File: config.mk
export PLATFORM = sky130hd
export DESIGN_NAME = voltage_chopper_standstill_config
export DESIGN_NICKNAME = d
export VERILOG_FILES = /design/src/logic/chopper_pkg.sv /design/src/logic/blank_timer.sv /design/src/logic/pwm_divider.sv /design/src/logic/voltage_chopper_standstill_config.sv
export SDC_FILE = /design/constraint.sdc
export NUM_CORES = 1
export LEC_CHECK = 0
export BUFFER_PORTS_ARGS = -buffer_cell sky130_fd_sc_hd__buf_2
export CORE_ASPECT_RATIO = 1.75
export CORE_UTILIZATION = 40
export CTS_CLUSTER_DIAMETER = 50
export DETAILED_ROUTE_END_ITERATION = 6
export MAX_ROUTING_LAYER = met4
export SLEW_MARGIN = 40
export SYNTH_ARGS = -nofsm -noshare
export SYNTH_HDL_FRONTEND = slang
export SYNTH_HIERARCHICAL = 1
export SYNTH_SLANG_ARGS = --single-unit
File: constraint.sdc
create_clock -name clk -period 12.05 [get_ports clk]
set_clock_uncertainty 0.05 [all_clocks]
set_input_delay 2.41 -clock clk [delete_from_list [all_inputs] [get_ports clk]]
set_output_delay 2.41 -clock clk [all_outputs]
set_load 0.02 [all_outputs]
File: src/logic/chopper_pkg.sv
// shared constants and types of the voltage chopper configuration block
package chopper_pkg;
  // register byte addresses
  localparam logic [7:0] ADDR_GLOBAL_CONFIG = 8'h00;
  localparam logic [7:0] ADDR_UPPER_VELOCITY = 8'h04;
  localparam logic [7:0] ADDR_PWM_CONF = 8'h08;
  localparam logic [7:0] ADDR_CHOP_CONF = 8'h0c;
  localparam logic [7:0] ADDR_CURRENT = 8'h10;
  localparam logic [7:0] ADDR_POWERDOWN = 8'h14;
  localparam logic [7:0] ADDR_SCALE = 8'h18;
  localparam logic [7:0] ADDR_TUNED = 8'h1c;
  localparam logic [7:0] ADDR_STATE = 8'h20;
  // field positions
  localparam int POS_CUR_SEL = 0;
  localparam int POS_AUTOSCALE = 1;
  localparam int POS_AUTOGRAD = 2;
  localparam int POS_OFS = 0;
  localparam int POS_GRAD = 8;
  localparam int POS_FREQ = 16;
  localparam int POS_GAIN = 18;
  localparam int POS_LIM = 22;
  localparam int POS_OPTION = 26;
  localparam int POS_SLOW_DECAY_TIME = 0;
  localparam int POS_TBL = 4;
  localparam int POS_HOLD = 0;
  localparam int POS_RUN = 8;
  localparam int POS_RAMP = 16;
  localparam int POS_AMPL = 8;
  // reset values
  localparam logic [3:0] RST_LIM = 4'hc;
  localparam logic [3:0] RST_GAIN = 4'h4;
  localparam logic [1:0] RST_FREQ = 2'h1;
  localparam logic [3:0] RST_SLOW_DECAY_TIME = 4'h0;
  localparam logic [1:0] RST_TBL = 2'h2;
  localparam logic [4:0] RST_RUN = 5'h10;
  localparam logic [4:0] RST_HOLD = 5'h08;
  // timing counts
  localparam logic [10:0] PWM_DIV0 = 11'd1024;
  localparam logic [10:0] PWM_DIV1 = 11'd683;
  localparam logic [10:0] PWM_DIV2 = 11'd512;
  localparam logic [10:0] PWM_DIV3 = 11'd410;
  localparam logic [5:0] BLANK0 = 6'd16;
  localparam logic [5:0] BLANK1 = 6'd24;
  localparam logic [5:0] BLANK2 = 6'd32;
  localparam logic [5:0] BLANK3 = 6'd40;
  localparam logic [4:0] LIMIT_PERIODS = 5'd16;
  localparam logic signed [9:0] CORR_MAX = 10'sd510;

  typedef enum logic [1:0] {SS_NORMAL, SS_STANDSTILL_OPTION, SS_SHORT_LOW, SS_SHORT_HIGH} standstill_t;
  typedef enum logic [1:0] {ST_RUN, ST_WAIT, ST_HOLD} phase_t;

  typedef struct packed {
    logic [7:0] addr;
    logic [31:0] wdata;
    logic wr;
    logic rd;
  } bus_req_t;

  typedef struct packed {
    logic driver_enable;
    logic voltage_mode;
    standstill_t standstill;
    logic [7:0] amplitude;
  } bridge_cmd_t;
endpackage

File: src/logic/blank_timer.sv
// comparator blanking after each bridge switching event
`timescale 1ns/100ps
module blank_timer
  import chopper_pkg::*;
(
  input wire logic clk,
  input wire logic srst,
  input wire logic ce,
  input wire logic [1:0] blank_time_select,
  input wire logic switch_event,
  output logic mask
);
  logic [5:0] cnt;
  logic [5:0] len;

  always_comb begin
    unique case (blank_time_select)
      2'h0: len = BLANK0;
      2'h1: len = BLANK1;
      2'h2: len = BLANK2;
      2'h3: len = BLANK3;
    endcase
  end

  always_ff @(posedge clk) begin
    if (srst) begin
      cnt <= 6'h00;
      mask <= 1'b0;
    end else if (ce) begin
      if (switch_event) begin
        cnt <= 6'(len - 6'h01);
        mask <= 1'b1;
      end else if (cnt != 6'h00) begin
        cnt <= 6'(cnt - 6'h01);
      end else begin
        mask <= 1'b0;
      end
    end
  end
endmodule

File: src/logic/pwm_divider.sv
// voltage pwm period generator with half-cycle resolution
`timescale 1ns/100ps
module pwm_divider
  import chopper_pkg::*;
(
  input wire logic clk,
  input wire logic srst,
  input wire logic ce,
  input wire logic [1:0] rate,
  output logic tick
);
  logic [10:0] acc;
  logic [10:0] div;

  always_comb begin
    unique case (rate)
      2'h0: div = PWM_DIV0;
      2'h1: div = PWM_DIV1;
      2'h2: div = PWM_DIV2;
      2'h3: div = PWM_DIV3;
    endcase
  end

  always_ff @(posedge clk) begin
    if (srst) begin
      acc <= 11'h000;
      tick <= 1'b0;
    end else if (ce) begin
      if (acc + 11'h002 >= div) begin
        acc <= 11'(acc + 11'h002 - div);
        tick <= 1'b1;
      end else begin
        acc <= 11'(acc + 11'h002);
        tick <= 1'b0;
      end
    end
  end
endmodule

File: src/logic/voltage_chopper_standstill_config.sv
// standstill, mode select and amplitude scaling of the voltage chopper
//
// Our own choices: the register addresses and strobed register access.
`timescale 1ns/100ps
////////////////////////////////////////////////////////////////////////
module voltage_chopper_standstill_config
  import chopper_pkg::*;
#(
  parameter int unsigned POWERDOWN_UNIT = 32'd262144,
  parameter int unsigned HOLD_RAMP_UNIT = 32'd131072
) (
  input wire logic clk,
  input wire logic srst,
  input wire logic ce,
  input wire bus_req_t bus,
  output logic [31:0] rdata,
  input wire logic chopper_select_pin,
  input wire logic [19:0] microstep_interval,
  input wire logic motor_standstill,
  input wire logic fullstep,
  input wire logic current_low,
  input wire logic [7:0] otp_gradient,
  input wire logic switch_event,
  output bridge_cmd_t bridge,
  output logic comparator_mask
);

  logic cur_sel;
  logic autoscale;
  logic autograd;
  logic [19:0] upper_velocity;
  logic [7:0] amplitude_offset;
  logic [7:0] amplitude_gradient;
  logic [1:0] voltage_pwm_rate_select;
  logic [3:0] reg_gain;
  logic [3:0] switchover_amplitude_limit;
  logic [1:0] standstill_option;
  logic [3:0] slow_decay_time;
  logic [1:0] blank_time_select;
  logic [4:0] hold_current_setting;
  logic [4:0] run_current;
  logic [3:0] hold_ramp_delay;
  logic [7:0] powerdown_delay;
  logic sel_meta;
  logic sel_sync;
  logic pwm_tick;
  logic voltage_mode;
  logic [1:0] option_applied;
  logic jerk_limit;
  logic [4:0] limit_count;
  phase_t phase;
  logic [31:0] delay_count;
  logic [31:0] delay_total;
  logic target_zero;
  logic frozen;
  logic signed [9:0] corr_half;
  logic signed [8:0] scale_correction;
  logic signed [9:0] gain_step;
  logic [7:0] tuned_offset;
  logic [7:0] tuned_gradient;
  logic eff_sel;
  logic next_voltage;
  logic standstill_active;
  logic [7:0] next_amplitude;

  function automatic standstill_t decode_option(input logic [1:0] code);
    standstill_t mode;
    unique case (code)
      2'h0: mode = SS_NORMAL;
      2'h1: mode = SS_STANDSTILL_OPTION;
      2'h2: mode = SS_SHORT_LOW;
      2'h3: mode = SS_SHORT_HIGH;
    endcase
    return mode;
  endfunction

  // coarse grad*256/interval: shift by the interval's msb position
  function automatic logic [8:0] velocity_term(input logic [7:0] grad,
                                               input logic [19:0] interval);
    logic [4:0] msb;
    logic [15:0] prod;
    msb = 5'd0;
    for (int i = 0; i < 20; i++) begin
      if (interval[i]) begin
        msb = 5'(i);
      end
    end
    prod = {grad, 8'h00} >> msb;
    return (prod > 16'h00ff) ? 9'h0ff : prod[8:0];
  endfunction

  function automatic logic [7:0] step8(input logic [7:0] v, input logic up);
    if (up) begin
      return (v == 8'hff) ? v : 8'(v + 8'h01);
    end
    return (v == 8'h00) ? v : 8'(v - 8'h01);
  endfunction

  ////////////////////////////////////////////////////////////////////////
  // register writes

  always_ff @(posedge clk) begin
    if (srst) begin
      cur_sel <= 1'b0;
      autoscale <= 1'b1;
      autograd <= 1'b1;
      upper_velocity <= 20'h00000;
    end else if (ce && bus.wr) begin
      if (bus.addr == ADDR_GLOBAL_CONFIG) begin
        cur_sel <= bus.wdata[POS_CUR_SEL];
        autoscale <= bus.wdata[POS_AUTOSCALE];
        autograd <= bus.wdata[POS_AUTOGRAD];
      end
      if (bus.addr == ADDR_UPPER_VELOCITY) begin
        upper_velocity <= bus.wdata[19:0];
      end
    end
  end

  always_ff @(posedge clk) begin
    if (srst) begin
      amplitude_offset <= 8'h00;
      amplitude_gradient <= otp_gradient;
      voltage_pwm_rate_select <= RST_FREQ;
      reg_gain <= RST_GAIN;
      switchover_amplitude_limit <= RST_LIM;
      standstill_option <= 2'h0;
    end else if (ce && bus.wr && bus.addr == ADDR_PWM_CONF) begin
      amplitude_offset <= bus.wdata[POS_OFS +: 8];
      amplitude_gradient <= bus.wdata[POS_GRAD +: 8];
      voltage_pwm_rate_select <= bus.wdata[POS_FREQ +: 2];
      // gain zero is not a legal setting
      reg_gain <= (bus.wdata[POS_GAIN +: 4] == 4'h0) ? 4'h1 : bus.wdata[POS_GAIN +: 4];
      switchover_amplitude_limit <= bus.wdata[POS_LIM +: 4];
      standstill_option <= bus.wdata[POS_OPTION +: 2];
    end
  end

  always_ff @(posedge clk) begin
    if (srst) begin
      slow_decay_time <= RST_SLOW_DECAY_TIME;
      blank_time_select <= RST_TBL;
      hold_current_setting <= RST_HOLD;
      run_current <= RST_RUN;
      hold_ramp_delay <= 4'h0;
      powerdown_delay <= 8'h00;
    end else if (ce && bus.wr) begin
      if (bus.addr == ADDR_CHOP_CONF) begin
        slow_decay_time <= bus.wdata[POS_SLOW_DECAY_TIME +: 4];
        blank_time_select <= bus.wdata[POS_TBL +: 2];
      end
      if (bus.addr == ADDR_CURRENT) begin
        hold_current_setting <= bus.wdata[POS_HOLD +: 5];
        run_current <= bus.wdata[POS_RUN +: 5];
        hold_ramp_delay <= bus.wdata[POS_RAMP +: 4];
      end
      if (bus.addr == ADDR_POWERDOWN) begin
        powerdown_delay <= bus.wdata[7:0];
      end
    end
  end

  ////////////////////////////////////////////////////////////////////////
  // register reads, unmapped addresses read zero

  always_ff @(posedge clk) begin
    if (srst) begin
      rdata <= 32'h00000000;
    end else if (ce) begin
      rdata <= 32'h00000000;
      if (bus.rd) begin
        unique case (bus.addr)
          ADDR_GLOBAL_CONFIG: rdata <= {29'h0, autograd, autoscale, cur_sel};
          ADDR_UPPER_VELOCITY: rdata <= {12'h000, upper_velocity};
          ADDR_PWM_CONF: rdata <= {4'h0, standstill_option, switchover_amplitude_limit,
                                   reg_gain, voltage_pwm_rate_select,
                                   amplitude_gradient, amplitude_offset};
          ADDR_CHOP_CONF: rdata <= {26'h0, blank_time_select, slow_decay_time};
          ADDR_CURRENT: rdata <= {12'h000, hold_ramp_delay, 3'h0, run_current,
                                  3'h0, hold_current_setting};
          ADDR_POWERDOWN: rdata <= {24'h000000, powerdown_delay};
          ADDR_SCALE: rdata <= {{23{scale_correction[8]}}, scale_correction};
          ADDR_TUNED: rdata <= {16'h0000, tuned_gradient, tuned_offset};
          ADDR_STATE: rdata <= {16'h0000, bridge.amplitude, 3'h0, bridge.driver_enable,
                                bridge.standstill, standstill_active, voltage_mode};
          default: rdata <= 32'h00000000;
        endcase
      end
    end
  end

  ////////////////////////////////////////////////////////////////////////
  // pin sync, pwm timebase and blanking

  always_ff @(posedge clk) begin
    if (srst) begin
      sel_meta <= 1'b0;
      sel_sync <= 1'b0;
    end else if (ce) begin
      sel_meta <= chopper_select_pin;
      sel_sync <= sel_meta;
    end
  end

  pwm_divider u_pwm (
    .clk(clk),
    .srst(srst),
    .ce(ce),
    .rate(voltage_pwm_rate_select),
    .tick(pwm_tick)
  );

  blank_timer u_blank (
    .clk(clk),
    .srst(srst),
    .ce(ce),
    .blank_time_select(blank_time_select),
    .switch_event(switch_event),
    .mask(comparator_mask)
  );

  ////////////////////////////////////////////////////////////////////////
  // chopper mode select

  assign eff_sel = cur_sel ^ sel_sync;
  assign next_voltage = !eff_sel && !(microstep_interval < upper_velocity);

  // mode only changes on a pwm boundary to avoid partial periods
  always_ff @(posedge clk) begin
    if (srst) begin
      voltage_mode <= 1'b0;
      option_applied <= 2'h0;
    end else if (ce && pwm_tick) begin
      voltage_mode <= next_voltage;
      option_applied <= standstill_option;
    end
  end

  // limit amplitude for a while after entering voltage mode
  always_ff @(posedge clk) begin
    if (srst) begin
      jerk_limit <= 1'b0;
      limit_count <= 5'h00;
    end else if (ce && pwm_tick) begin
      if (next_voltage && !voltage_mode) begin
        jerk_limit <= 1'b1;
        limit_count <= LIMIT_PERIODS;
      end else if (limit_count != 5'h00) begin
        limit_count <= 5'(limit_count - 5'h01);
      end else begin
        jerk_limit <= 1'b0;
      end
    end
  end

  ////////////////////////////////////////////////////////////////////////
  // standstill sequence

  assign delay_total = 32'(powerdown_delay * POWERDOWN_UNIT)
                     + 32'(hold_ramp_delay * HOLD_RAMP_UNIT);

  always_ff @(posedge clk) begin
    if (srst) begin
      phase <= ST_RUN;
      delay_count <= 32'h00000000;
    end else if (ce) begin
      unique case (phase)
        ST_RUN: begin
          delay_count <= 32'h00000000;
          if (motor_standstill) begin
            phase <= ST_WAIT;
          end
        end
        ST_WAIT: begin
          if (!motor_standstill) begin
            phase <= ST_RUN;
          end else if (delay_count >= delay_total) begin
            phase <= ST_HOLD;
          end else begin
            delay_count <= 32'(delay_count + 32'h1);
          end
        end
        ST_HOLD: begin
          if (!motor_standstill) begin
            phase <= ST_RUN;
          end
        end
        default: phase <= ST_RUN;
      endcase
    end
  end

  assign standstill_active = (phase == ST_HOLD) && (hold_current_setting == 5'h00);
  assign target_zero = (phase == ST_HOLD) ? (hold_current_setting == 5'h00)
                                          : (run_current == 5'h00);

  ////////////////////////////////////////////////////////////////////////
  // current regulator and tuning

  assign frozen = !voltage_mode || target_zero || !autoscale;
  assign scale_correction = 9'(corr_half >>> 1);
  // signed gain keeps the clamp compares signed
  assign gain_step = signed'(10'(reg_gain));

  // gain counts half steps per fullstep
  always_ff @(posedge clk) begin
    if (srst) begin
      corr_half <= 10'sd0;
    end else if (ce && fullstep && !frozen) begin
      if (current_low) begin
        corr_half <= (corr_half > CORR_MAX - gain_step) ? CORR_MAX
                   : 10'(corr_half + gain_step);
      end else begin
        corr_half <= (corr_half < gain_step - CORR_MAX) ? -CORR_MAX
                   : 10'(corr_half - gain_step);
      end
    end
  end

  // tuning starts from the programmed values once autoscale has been off; after reset it starts from zero
  always_ff @(posedge clk) begin
    if (srst) begin
      tuned_offset <= 8'h00;
      tuned_gradient <= 8'h00;
    end else if (ce) begin
      if (!autoscale) begin
        tuned_offset <= amplitude_offset;
        tuned_gradient <= amplitude_gradient;
      end else if (!autograd) begin
        tuned_gradient <= amplitude_gradient;
        if (fullstep && !frozen && motor_standstill) begin
          tuned_offset <= step8(tuned_offset, current_low);
        end
      end else if (fullstep && !frozen) begin
        if (motor_standstill) begin
          tuned_offset <= step8(tuned_offset, current_low);
        end else begin
          tuned_gradient <= step8(tuned_gradient, current_low);
        end
      end
    end
  end

  ////////////////////////////////////////////////////////////////////////
  // amplitude and bridge command

  always_comb begin
    logic [7:0] ofs_used;
    logic [7:0] grad_used;
    logic [4:0] cs;
    logic [12:0] ofs_scaled;
    logic signed [11:0] sum;
    logic [7:0] lim8;
    ofs_used = autoscale ? tuned_offset : amplitude_offset;
    grad_used = autoscale ? tuned_gradient : amplitude_gradient;
    cs = (phase == ST_HOLD) ? hold_current_setting : run_current;
    // zero programmed offset forces the offset term to zero, even a tuned one
    ofs_scaled = (amplitude_offset == 8'h00) ? 13'h0000
               : 13'((ofs_used * (cs + 5'h01)) >> 5);
    sum = 12'(ofs_scaled) + 12'(velocity_term(grad_used, microstep_interval));
    if (autoscale) begin
      sum = 12'(sum + 12'(scale_correction));
    end
    if (sum < 12'sd0) begin
      next_amplitude = 8'h00;
    end else if (sum > 12'sd255) begin
      next_amplitude = 8'hff;
    end else begin
      next_amplitude = sum[7:0];
    end
    lim8 = {switchover_amplitude_limit, 4'hf};
    if (jerk_limit && next_amplitude > lim8) begin
      next_amplitude = lim8;
    end
  end

  always_ff @(posedge clk) begin
    if (srst) begin
      bridge <= '{1'b0, 1'b0, SS_NORMAL, 8'h00};
    end else if (ce) begin
      // zero slow decay time turns the driver off
      bridge.driver_enable <= (slow_decay_time != 4'h0);
      bridge.voltage_mode <= voltage_mode;
      bridge.standstill <= (standstill_active && voltage_mode)
                         ? decode_option(option_applied) : SS_NORMAL;
      bridge.amplitude <= next_amplitude;
    end
  end
endmodule

==> results of run 1 <==
[metrics by stage]
step | hold slack, ns | worst slack (ns)
5_1_grt | 0.427 | 1.18
4_1_cts | 0.409 | 1.88
3_3_place_gp | 0.394 | 1.86
2_1_floorplan | 0.380 | 3.20
6_report | 0.409 | 1.83
3_5_place_dp | 0.395 | 1.92
[layout by cell type, fill, tap and decap left out, types with 19 or more instances in the layout]
cell       instances
and2_1            25
xor2_1            23
a22oi_1           55
mux2_2            24
o31ai_1           24
and3_1            24
fa_1              32
a31oi_1           28
a211oi_1          30
dfxtp_1          201
nor2_1           148
a21o_1            29
nand2_1          269
clkbuf_16         23
inv_1            113
or4_1             25
nand4_1           19
mux2i_1           23
buf_2            117
nor4_1            22
a21oi_1          179
nand3_1           99
xnor2_1           40
nor2b_1           22
nor3_1            53
o21ai_0           68
ha_1             121
[where the power goes]
group,internal [mW],switching (mW)
registers,0.710,0.0194
clock network,0.423,0.306
logic,0.0672,0.116
total,1.20,0.441
[logic make-up after synthesis]
family                     synth area share [%]
muxes                                      3.30
and+or+nand+nor                            24.8
adders and majority gates                  13.0
xor gates and xnor gates                   3.55
AOI/OAI and AO/OA                          23.9
DFF                                        25.7
other                                    0.0451
buffers and inverters                      5.68
[flip-flops by register name, indices dropped and copies added, names as in the netlist, 6 cells and up]
name,cells
amplitude_offset,8
rdata,29
u_pwm/acc,11
delay_count,32
u_blank/cnt,6
amplitude_gradient,8
tuned_gradient,8
powerdown_delay,8
tuned_offset,8
upper_velocity,20
bridge,12
corr_half,10
[worst max-delay path: cells and delay by family (launching register included)]
| kind | cells | cell delay (ns) |
|---|---|---|
| mux | 1 | 0.40 |
| flops | 1 | 0.46 |
| buf+inv | 4 | 0.25 |
| fa+ha+maj | 8 | 2.85 |
| compound gates | 14 | 3.03 |
| simple gates | 10 | 2.26 |
| xor+xnor | 2 | 0.79 |
[routing by layer]
| metal | global-route usage (%) | vias up | share of wire [%] | wire (um) |
|---|---|---|---|---|
| met5 | - | - | 0 | 0 |
| met4 | 21.5 | 0 | 8.6 | 4870 |
| met3 | 2.90 | 203 | 4.2 | 2400 |
| met2 | 48.4 | 536 | 50 | 28500 |
| met1 | 28.4 | 7819 | 37 | 21100 |
| li1 | - | 7782 | - | - |
[path summary, 6_finish.rpt]
kind	from	end	slack, ns
worst max-delay path	phase[1]	bridge[4]	1.83
worst min-delay path	option_applied[1]	option_applied[1]	0.41
worst max register to register	phase[1]	bridge[4]	1.83
worst min register to register	option_applied[1]	option_applied[1]	0.41
[layout make-up]
| class | instances | area share (%) |
|---|---|---|
| Sequential cell | 210 | 23.4 |
| Clock inverter | 9 | 0.696 |
| Timing Repair Buffer | 133 | 3.87 |
| Inverter | 120 | 2.46 |
| Clock buffer | 31 | 3.36 |
| Multi-Input combinational cell | 1670 | 62.5 |
| Tap cell | 550 | 3.75 |
==> results.py, run 1 <==
metrics = {
    "floorplanning": {
        "die_h_um": 272,
        "die-area_um2": 42500,
        "row_count": 98,
        "starting_density_pct": 40.7,
        "fp.coreArea_um2": 41000,
        "die_span_in_x_um": 156,
        "floorplan.io_pins": 123,
    },
    "critical_path": {
        "type_of_destination_of_the_critical_path": "flip-flop",
        "cp-start-kind": "flip-flop",
        "worst_path_max_delay_cell": "xnor2_1",
        "timing.critical_path.arrival_ns": 10.60,
        "critical_path_required_time_ns": 12.43,
        "timing.critical_path.mode_cell": "ha_1",
        "rr_worst_depth": 39,
        "critPathKind": "flip-flop to flip-flop",
        "slowest_delay_ns": 0.66,
        "critical_path.max_fanout": 11,
    },
    "synthesis": {
        "syn-instance-count": 2113,
        "mappedNetlistArea_um2": 16700,
        "ys_top_cells_by_area": "dfxtp_1 24%, ha_1 9.1%, nand2_1 6.1%",
        "yosysMostFrequentCell": "nand2_1",
        "seq_area_frac_synth_pct": 25.7,
        "ys_async_sr_fraction_pct": 0,
        "netlist.area_leader.share_pct": 24.3,
        "synth-edff-count": 8,
        "number_of_register_bits_inferred_by_synthesis": 210,
        "synth_common_cells": "271 x nand2_1, 202 x dfxtp_1, 179 x a21oi_1",
        "syn_nets": 2344,
        "synth.largest_area_cell": "dfxtp_1",
        "synthDistinctLibCells": 126,
        "post_synth.cell_area_avg_um2": 7.88,
        "yosys_warning_total": 6,
        "most_instantiated_flip_flop_cell_in_the_synthesis_netlist": "dfxtp_1",
    },
    "cts": {
        "cts-resized-gates": 0,
        "cts_root_buffer": "clkbuf_16",
        "clock_path_buffers": 3,
        "clock_buffers_created_by_tritoncts": 22,
        "cts-htree-levels": 1,
        "clk_latency_ns": 0.54,
        "post-cts-setup-buffers": 0,
        "worst_setup_hold_path_clk_slew_ns": 0.07,
        "cts_hold_buffers": 0,
        "clock_tree_from_tritoncts": "done",
        "clkSinkCount": 210,
    },
    "timing": {
        "hold_viol_final": 0,
        "timing.final.max_slew_violations": 0,
        "unrepaired_setup_endpoints_after_global_routing": "false",
        "finalCriticalPeriod_ns": 10.22,
        "timing.max_slew.rel_slack_pct": 40.7,
        "layout_worst_path_cycle_share_pct": 84.8,
        "setup_violations": 0,
        "tns_setup_ns": 0,
        "worst-slew-pin-transition_ns": 0.888,
        "timing.fmax_ghz": 0.0978,
    },
    "cells_and_area": {
        "area.growth.synth_to_final_pct": 10.1,
        "multi_input_comb_area_um2": 11500,
        "layout.nets": 2388,
        "final_util_pct": 44.8,
        "post_layout_nonfiller_instances": 2723,
        "antenna_cells": 0,
        "layout.filler_cells": 4130,
        "regArea_um2": 4290,
        "postLayoutCellArea_um2": 18300,
        "drive_above_1_share_pct": 12.9,
    },
    "grt": {
        "grt_max_degree": 75,
        "globalRouteOverflowTotal": 0,
        "grt_pass1_vias": 16100,
        "grt_use_total_pct": 27.8,
        "number_of_antenna_violations_at_the_first_check_in_global_routing": 0,
        "grt_first_pass_wirelength_um": 89100,
    },
    "pwr": {
        "vdd.ir_drop.worst_mv": 0.0946,
        "power-per-cell-area_nw_per_um2": 89.5,
        "total_power_mw": 1.64,
        "p_leak_nw": 7.16,
    },
    "route": {
        "first_pass_detailed_route_iteration_total": 7,
        "detail-route-antenna-nets": 0,
        "number_of_remaining_drc_errors": 0,
        "final_wl_um": 56800,
        "vias": 16300,
        "post_detailed_route_via_to_cell_ratio": 6.00,
        "avgRoutedWirePerCell_um": 20.9,
        "drt_iter0_drc": 1297,
    },
    "hold_path": {
        "hold-path-cell-count": 2,
        "min_path_type": "flip-flop to flip-flop",
    },
    "placement": {
        "place.detailed.instances": 2683,
        "finalWeightedCongestion": 0.936,
        "port_buffers": 118,
        "dp.final_hpwl_um": 43400,
        "post_place_instance_area_um2": 17600,
    },
    "flow_run": {
        "maxCapViolations": 0,
    },
    "status": {
        "outcome": "finished, final reports clean",
    },
}
No activity file was read; power rests on OpenSTA's default activity.
==> run 2: changes to the inputs <==
- clock period: 12.05 -> 8.8 ns (I/O delays scaled with it)
==> run 2 against run 1 <==
- via count is 4.0% higher
- critical path type unchanged
- largest cell class unchanged
- maximum frequency is 17% higher
- clock power is 30% higher
- register-to-register slack worse by 1.7 ns
- largest power group unchanged
- first-iteration DRC count is 3.2% lower
==> results.py, run 2 (synthesis gave the netlist of run 1 again) <==
metrics = {
    "status": {
        "outcome": "finished, final reports clean",
    },
    "floorplanning": {
        "fp.coreArea_um2": 41000,
        "die-area_um2": 42500,
        "die_h_um": 272,
        "die_span_in_x_um": 156,
        "starting_density_pct": 40.7,
        "floorplan.io_pins": 123,
        "row_count": 98,
    },
    "timing": {
        "layout_worst_path_cycle_share_pct": 99.1,
        "setup_violations": 0,
        "worst-slew-pin-transition_ns": 0.854,
        "tns_setup_ns": 0,
        "unrepaired_setup_endpoints_after_global_routing": "true",
        "timing.fmax_ghz": 0.115,
        "hold_viol_final": 0,
        "timing.max_slew.rel_slack_pct": 43.0,
        "finalCriticalPeriod_ns": 8.72,
        "final.setup.worst_slack_ns": 0.0829,
        "timing.final.max_slew_violations": 0,
    },
    "cts": {
        "cts-htree-levels": 1,
        "clk_latency_ns": 0.55,
        "cts_root_buffer": "clkbuf_16",
        "worst_setup_hold_path_clk_slew_ns": 0.07,
        "cts_hold_buffers": 0,
        "clkSinkCount": 210,
        "clock_buffers_created_by_tritoncts": 22,
        "clock_path_buffers": 3,
        "clock_tree_from_tritoncts": "done",
    },
    "placement": {
        "dp.final_hpwl_um": 44500,
        "port_buffers": 118,
        "finalWeightedCongestion": 0.947,
        "post_place_instance_area_um2": 18400,
        "preCtsSetupSlack_ns": -0.259,
    },
    "critical_path": {
        "slowest_delay_ns": 0.58,
        "critical_path_required_time_ns": 9.18,
        "timing.critical_path.mode_cell": "ha_4",
        "type_of_destination_of_the_critical_path": "flip-flop",
        "regToRegEndpoint": "bridge[4]",
        "critical_path.max_fanout": 5,
        "setup.reg_to_reg.worst_slack_ns": 0.08,
        "worstReg2RegStart": "phase[0]",
        "timing.critical_path.arrival_ns": 9.10,
        "critPathKind": "flip-flop to flip-flop",
        "cp-start-kind": "flip-flop",
        "worst_path_max_delay_cell": "fa_1",
        "rr_worst_depth": 39,
    },
    "pwr": {
        "p_leak_nw": 7.89,
        "vdd.ir_drop.worst_mv": 0.111,
        "comb_power_share_pct": 12.5,
        "swShare_pct": 28.4,
        "internal_power_mw": 1.59,
        "power-per-cell-area_nw_per_um2": 112,
        "netSwitchingPower_mw": 0.631,
        "total_power_mw": 2.22,
        "clkPwrFrac_pct": 42.6,
        "seq_power_share_pct": 44.9,
    },
    "route": {
        "first_pass_detailed_route_iteration_total": 5,
        "number_of_remaining_drc_errors": 0,
        "met3_wirelength_um": 2460,
        "detail-route-antenna-nets": 0,
        "avgRoutedWirePerCell_um": 20.4,
        "met2_length_um": 30500,
        "final_wl_um": 58400,
        "vias": 17000,
        "drt_iter0_drc": 1256,
        "post_detailed_route_via_to_cell_ratio": 5.94,
        "drt-met1-wl_um": 20900,
        "top_layer": "met4",
    },
    "cells_and_area": {
        "area.growth.synth_to_final_pct": 19.4,
        "drive_above_1_share_pct": 21.4,
        "layout.filler_cells": 4119,
        "most-common-layout-cells": "264 x nand2_1, 200 x dfxtp_1, 174 x a21oi_1",
        "layout.nets": 2525,
        "layout_commonest_cell": "nand2_1",
        "postLayoutCellArea_um2": 19900,
        "largest-register": "delay_count",
        "reg.largest.list": "delay_count: 32 flops, rdata: 29 flops, upper_velocity: 20 flops",
        "largest_register_ffs": 32,
    },
    "flow_run": {
        "maxCapViolations": 0,
    },
    "hold_path": {
        "whs_endpoint": "option_applied[0]",
        "min_path_type": "flip-flop to flip-flop",
        "hold-path-cell-count": 2,
        "timing.hold.worst.start": "option_applied[0]",
    },
    "grt": {
        "number_of_antenna_violations_at_the_first_check_in_global_routing": 0,
        "grt_pass1_vias": 16400,
        "grt_use_total_pct": 27.8,
        "globalRouteOverflowTotal": 0,
        "grt_max_degree": 61,
        "grt_first_pass_wirelength_um": 89500,
    },
}
==> run 2: cell type report <==
class | count | area, um2 | area share [%]
Antenna cell | 1 | 2.50 | 0.0126
Sequential cell | 210 | 4290 | 21.6
Clock inverter | 15 | 143 | 0.717
Clock buffer | 25 | 572 | 2.87
Multi-Input combinational cell | 1670 | 12000 | 60.3
Timing Repair Buffer | 270 | 1750 | 8.78
Inverter | 120 | 450 | 2.26
Tap cell | 550 | 688 | 3.46
==> run 2: power groups by stage <==
stage / Clock (mW) / Combinational, mW / Sequential (mW)
floorplan: 0 / 0.171 / 1.01
global placement: 0 / 0.259 / 1.02
detailed placement: 0 / 0.265 / 1.02
CTS: 0.959 / 0.268 / 0.997
global route: 0.991 / 0.300 / 0.999
finish: 0.947 / 0.278 / 0.998
==> run 2: worst max-delay path: cells and delay by family (launching register included) <==
kind / cells / cell delay, ns
fa+ha+maj: 8 / 2.95
simple gates: 12 / 2.14
compound gates: 10 / 1.57
xor+xnor: 4 / 0.68
buf+inv: 4 / 0.54
mux: 1 / 0.35
flops: 1 / 0.32
==> run 2: how the worst max path moves through the flow <==
stage	start	to	slack, ns	depth (start not counted)
2_1_floorplan	phase[0]	bridge[4]	0.02	40
3_3_place_gp	phase[0]	bridge[4]	-0.21	39
3_5_place_dp	phase[0]	bridge[4]	-0.26	38
4_1_cts	phase[0]	bridge[4]	0.009	40
5_1_grt	phase[0]	bridge[4]	-0.32	42
6_report	phase[0]	bridge[4]	0.08	39
==> run 2: routing by layer <==
metal	global-route usage (%)	up-vias
li1	-	8066
met2	50.3	515
met4	19.5	0
met3	2.35	180
met1	27.8	8226
met5	-	-
==> run 2: stage by stage <==
step | utilization, % | hold slack [ns] | instances
2_1_floorplan | - | 0.380 | 2113
3_3_place_gp | 44.9 | 0.392 | 2792
3_5_place_dp | 44.9 | 0.401 | 2792
4_1_cts | 47.2 | 0.417 | 2846
5_1_grt | 48.6 | 0.442 | 2860
6_report | 48.6 | 0.416 | 2861
==> run 2: timing repair <==
| action | 4_1_cts | 5_1_grt |
|---|---|---|
| gates resized for setup | 21 | 82 |
| cloned | 0 | 0 |
| pin swaps | 7 | 62 |
| setup endpoints to repair | 8 | 8 |
| setup buffers | 14 | 15 |
==> run 3: changes to the inputs <==
--- a/config.mk
+++ b/config.mk
@@ -11,5 +11,7 @@
 export CTS_CLUSTER_DIAMETER = 50
 export DETAILED_ROUTE_END_ITERATION = 6
+export GPL_ROUTABILITY_DRIVEN = 0
 export MAX_ROUTING_LAYER = met4
+export RECOVER_POWER = 25
 export SLEW_MARGIN = 40
 export SYNTH_ARGS = -nofsm -noshare
==> constraint.sdc (replaced) <==
create_clock -name clk -period 8.8 [get_ports clk]
set_clock_uncertainty 0.05 [all_clocks]
set_input_delay 2.64 -clock clk [delete_from_list [all_inputs] [get_ports clk]]
set_output_delay 2.64 -clock clk [all_outputs]
set_load 0.02 [all_outputs]
==> run 3 against run 2 <==
- largest power group is now clock
- die area unchanged
- sequential share of layout area down 0.55 points
- highest routed layer unchanged
- cell area increased by 2.6%
- critical path depth down 8
==> results.py, run 3 (synthesis gave the netlist of run 1 again) <==
metrics = {
    "route": {
        "drt_iter0_drc": 1312,
        "number_of_remaining_drc_errors": 0,
        "vias": 17300,
        "detail-route-antenna-nets": 0,
        "avgRoutedWirePerCell_um": 20.5,
        "post_detailed_route_via_to_cell_ratio": 5.95,
        "final_wl_um": 59400,
        "first_pass_detailed_route_iteration_total": 6,
    },
    "timing": {
        "timing.fmax_ghz": 0.114,
        "layout_worst_path_cycle_share_pct": 99.7,
        "tns_setup_ns": 0,
        "hold_viol_final": 0,
        "timing.final.max_slew_violations": 0,
        "unrepaired_setup_endpoints_after_global_routing": "true",
        "worst-slew-pin-transition_ns": 1.15,
        "timing.max_slew.rel_slack_pct": 23.5,
        "finalCriticalPeriod_ns": 8.78,
        "setup_violations": 0,
    },
    "grt": {
        "grt_max_degree": 64,
        "globalRouteOverflowTotal": 0,
        "grt_use_total_pct": 28.3,
        "grt_first_pass_wirelength_um": 91100,
        "grt_pass1_vias": 16800,
        "number_of_antenna_violations_at_the_first_check_in_global_routing": 0,
    },
    "pwr": {
        "swShare_pct": 26.6,
        "clkPwrFrac_pct": 45.1,
        "power-per-cell-area_nw_per_um2": 117,
        "netSwitchingPower_mw": 0.635,
        "vdd.ir_drop.worst_mv": 0.143,
        "p_leak_nw": 8.01,
        "seq_power_share_pct": 41.9,
        "internal_power_mw": 1.75,
        "comb_power_share_pct": 13.0,
    },
    "cts": {
        "clk_latency_ns": 0.54,
        "clkSinkCount": 210,
        "cts-htree-levels": 1,
        "clock_tree_from_tritoncts": "done",
        "worst_setup_hold_path_clk_slew_ns": 0.07,
        "cts_root_buffer": "clkbuf_16",
        "clock_buffers_created_by_tritoncts": 22,
        "clock_path_buffers": 3,
        "cts_hold_buffers": 0,
    },
    "placement": {
        "port_buffers": 118,
        "place.detailed.instances": 2847,
        "dp.final_hpwl_um": 45100,
    },
    "cells_and_area": {
        "multi_input_comb_area_um2": 12100,
        "layout.nets": 2567,
        "most-common-layout-cells": "266 x nand2_1, 201 x dfxtp_1, 185 x buf_4",
        "largest_register_ffs": 32,
        "area.growth.synth_to_final_pct": 22.5,
        "post_layout_nonfiller_instances": 2902,
        "regArea_um2": 4290,
        "reg.largest.list": "delay_count: 32 flops, rdata: 29 flops, upper_velocity: 20 flops",
        "layout.filler_cells": 4066,
        "largest-register": "delay_count",
        "layout_commonest_cell": "nand2_1",
        "drive_above_1_share_pct": 21.6,
    },
    "critical_path": {
        "critPathKind": "input port to flip-flop",
        "setup.reg_to_reg.worst_slack_ns": 0.15,
        "slowest_delay_ns": 0.57,
        "type_of_destination_of_the_critical_path": "flip-flop",
        "cp-start-kind": "input port",
        "critPathBufInv": 3,
        "regToRegEndpoint": "bridge[4]",
        "worstReg2RegStart": "phase[0]",
        "timing.critical_path.arrival_ns": 9.16,
        "critical_path.max_fanout": 5,
        "rr_worst_depth": 40,
        "critical_path_required_time_ns": 9.18,
        "path_delay_family": "simple AND/OR/NAND/NOR gates",
        "worst_path_max_delay_cell": "or4_4",
    },
    "floorplanning": {
        "fp.coreArea_um2": 41000,
        "row_count": 98,
        "die_span_in_x_um": 156,
        "die_h_um": 272,
        "die-area_um2": 42500,
        "starting_density_pct": 40.7,
        "floorplan.io_pins": 123,
    },
    "hold_path": {
        "timing.hold.worst.start": "delay_count[29]",
        "hold-path-cell-count": 1,
        "whs_endpoint": "delay_count[29]",
        "min_path_type": "flip-flop to flip-flop",
    },
    "flow_run": {
        "maxCapViolations": 0,
    },
    "status": {
        "outcome": "finished, final reports clean",
    },
}
## run 3: changes by cell type in the layout (fill, tap and decap cells not counted), sizes merged, moves of 3 or more
cell	change
clkbuf	+46
clkinv	-7
clkinvlp	-4
bufinv	+3
## run 3: per-layer routing
layer  vias up  track usage [%]  wire (um)
met5         -                -          0
met4         0             24.0       5530
met3       249             2.78       2950
met2       643             49.0      29900
met1      8246             28.4      21000
li1       8143                -          -
## run 3: final cells by class
type / instances / area share [%]
clock buffers: 31 / 3.26
well taps: 550 / 3.37
diodes: 1 / 0.0123
repair buffers: 311 / 9.89
flip-flops and latches: 210 / 21.0
clock inverters: 8 / 0.748
inverters: 120 / 2.21
multi-input cells: 1671 / 59.5
## run 3: power by group through the flow
stage                     Clock, mW  Sequential [mW]  Combinational, mW
after floorplan                   0             1.01              0.171
after global placement            0             1.02              0.277
after detailed placement          0             1.02              0.282
after CTS                      1.09            0.997              0.287
after global routing           1.13            0.999              0.333
final                          1.08            0.998              0.311
## run 3: metrics by stage
stage               worst slack, ns  util [%]  hold slack [ns]  power [mW]  cell area (um2)
floorplan                   -0.0769         -            0.380        1.18            16700
global placement             -0.723      45.9            0.394        1.30            18800
detailed placement           -0.751      46.0            0.397        1.30            18800
CTS                         -0.0193      48.5            0.414        2.38            19900
global route                 -0.357      49.8            0.431        2.46            20400
finish                       0.0233      49.8            0.409        2.38            20400
## run 3: timing repair
| item | CTS | global route |
|---|---|---|
| setup buffers | 4 | 11 |
| cloned | 0 | 1 |
| endpoints found under the setup margin | 7 | 8 |
| gates resized for setup | 31 | 93 |
| pin swaps | 21 | 57 |
## run 3: how the worst max path moves through the flow
| stage | startpoint | endpoint | slack [ns] | cells past startpoint |
|---|---|---|---|---|
| 2_1_floorplan | microstep_interval[9] | bridge[4] | -0.08 | 31 |
| 3_3_place_gp | microstep_interval[9] | bridge[4] | -0.72 | 32 |
| 3_5_place_dp | microstep_interval[2] | bridge[4] | -0.75 | 31 |
| 4_1_cts | microstep_interval[9] | bridge[4] | -0.02 | 32 |
| 5_1_grt | microstep_interval[8] | bridge[4] | -0.36 | 31 |
| 6_report | microstep_interval[9] | bridge[4] | 0.02 | 31 |
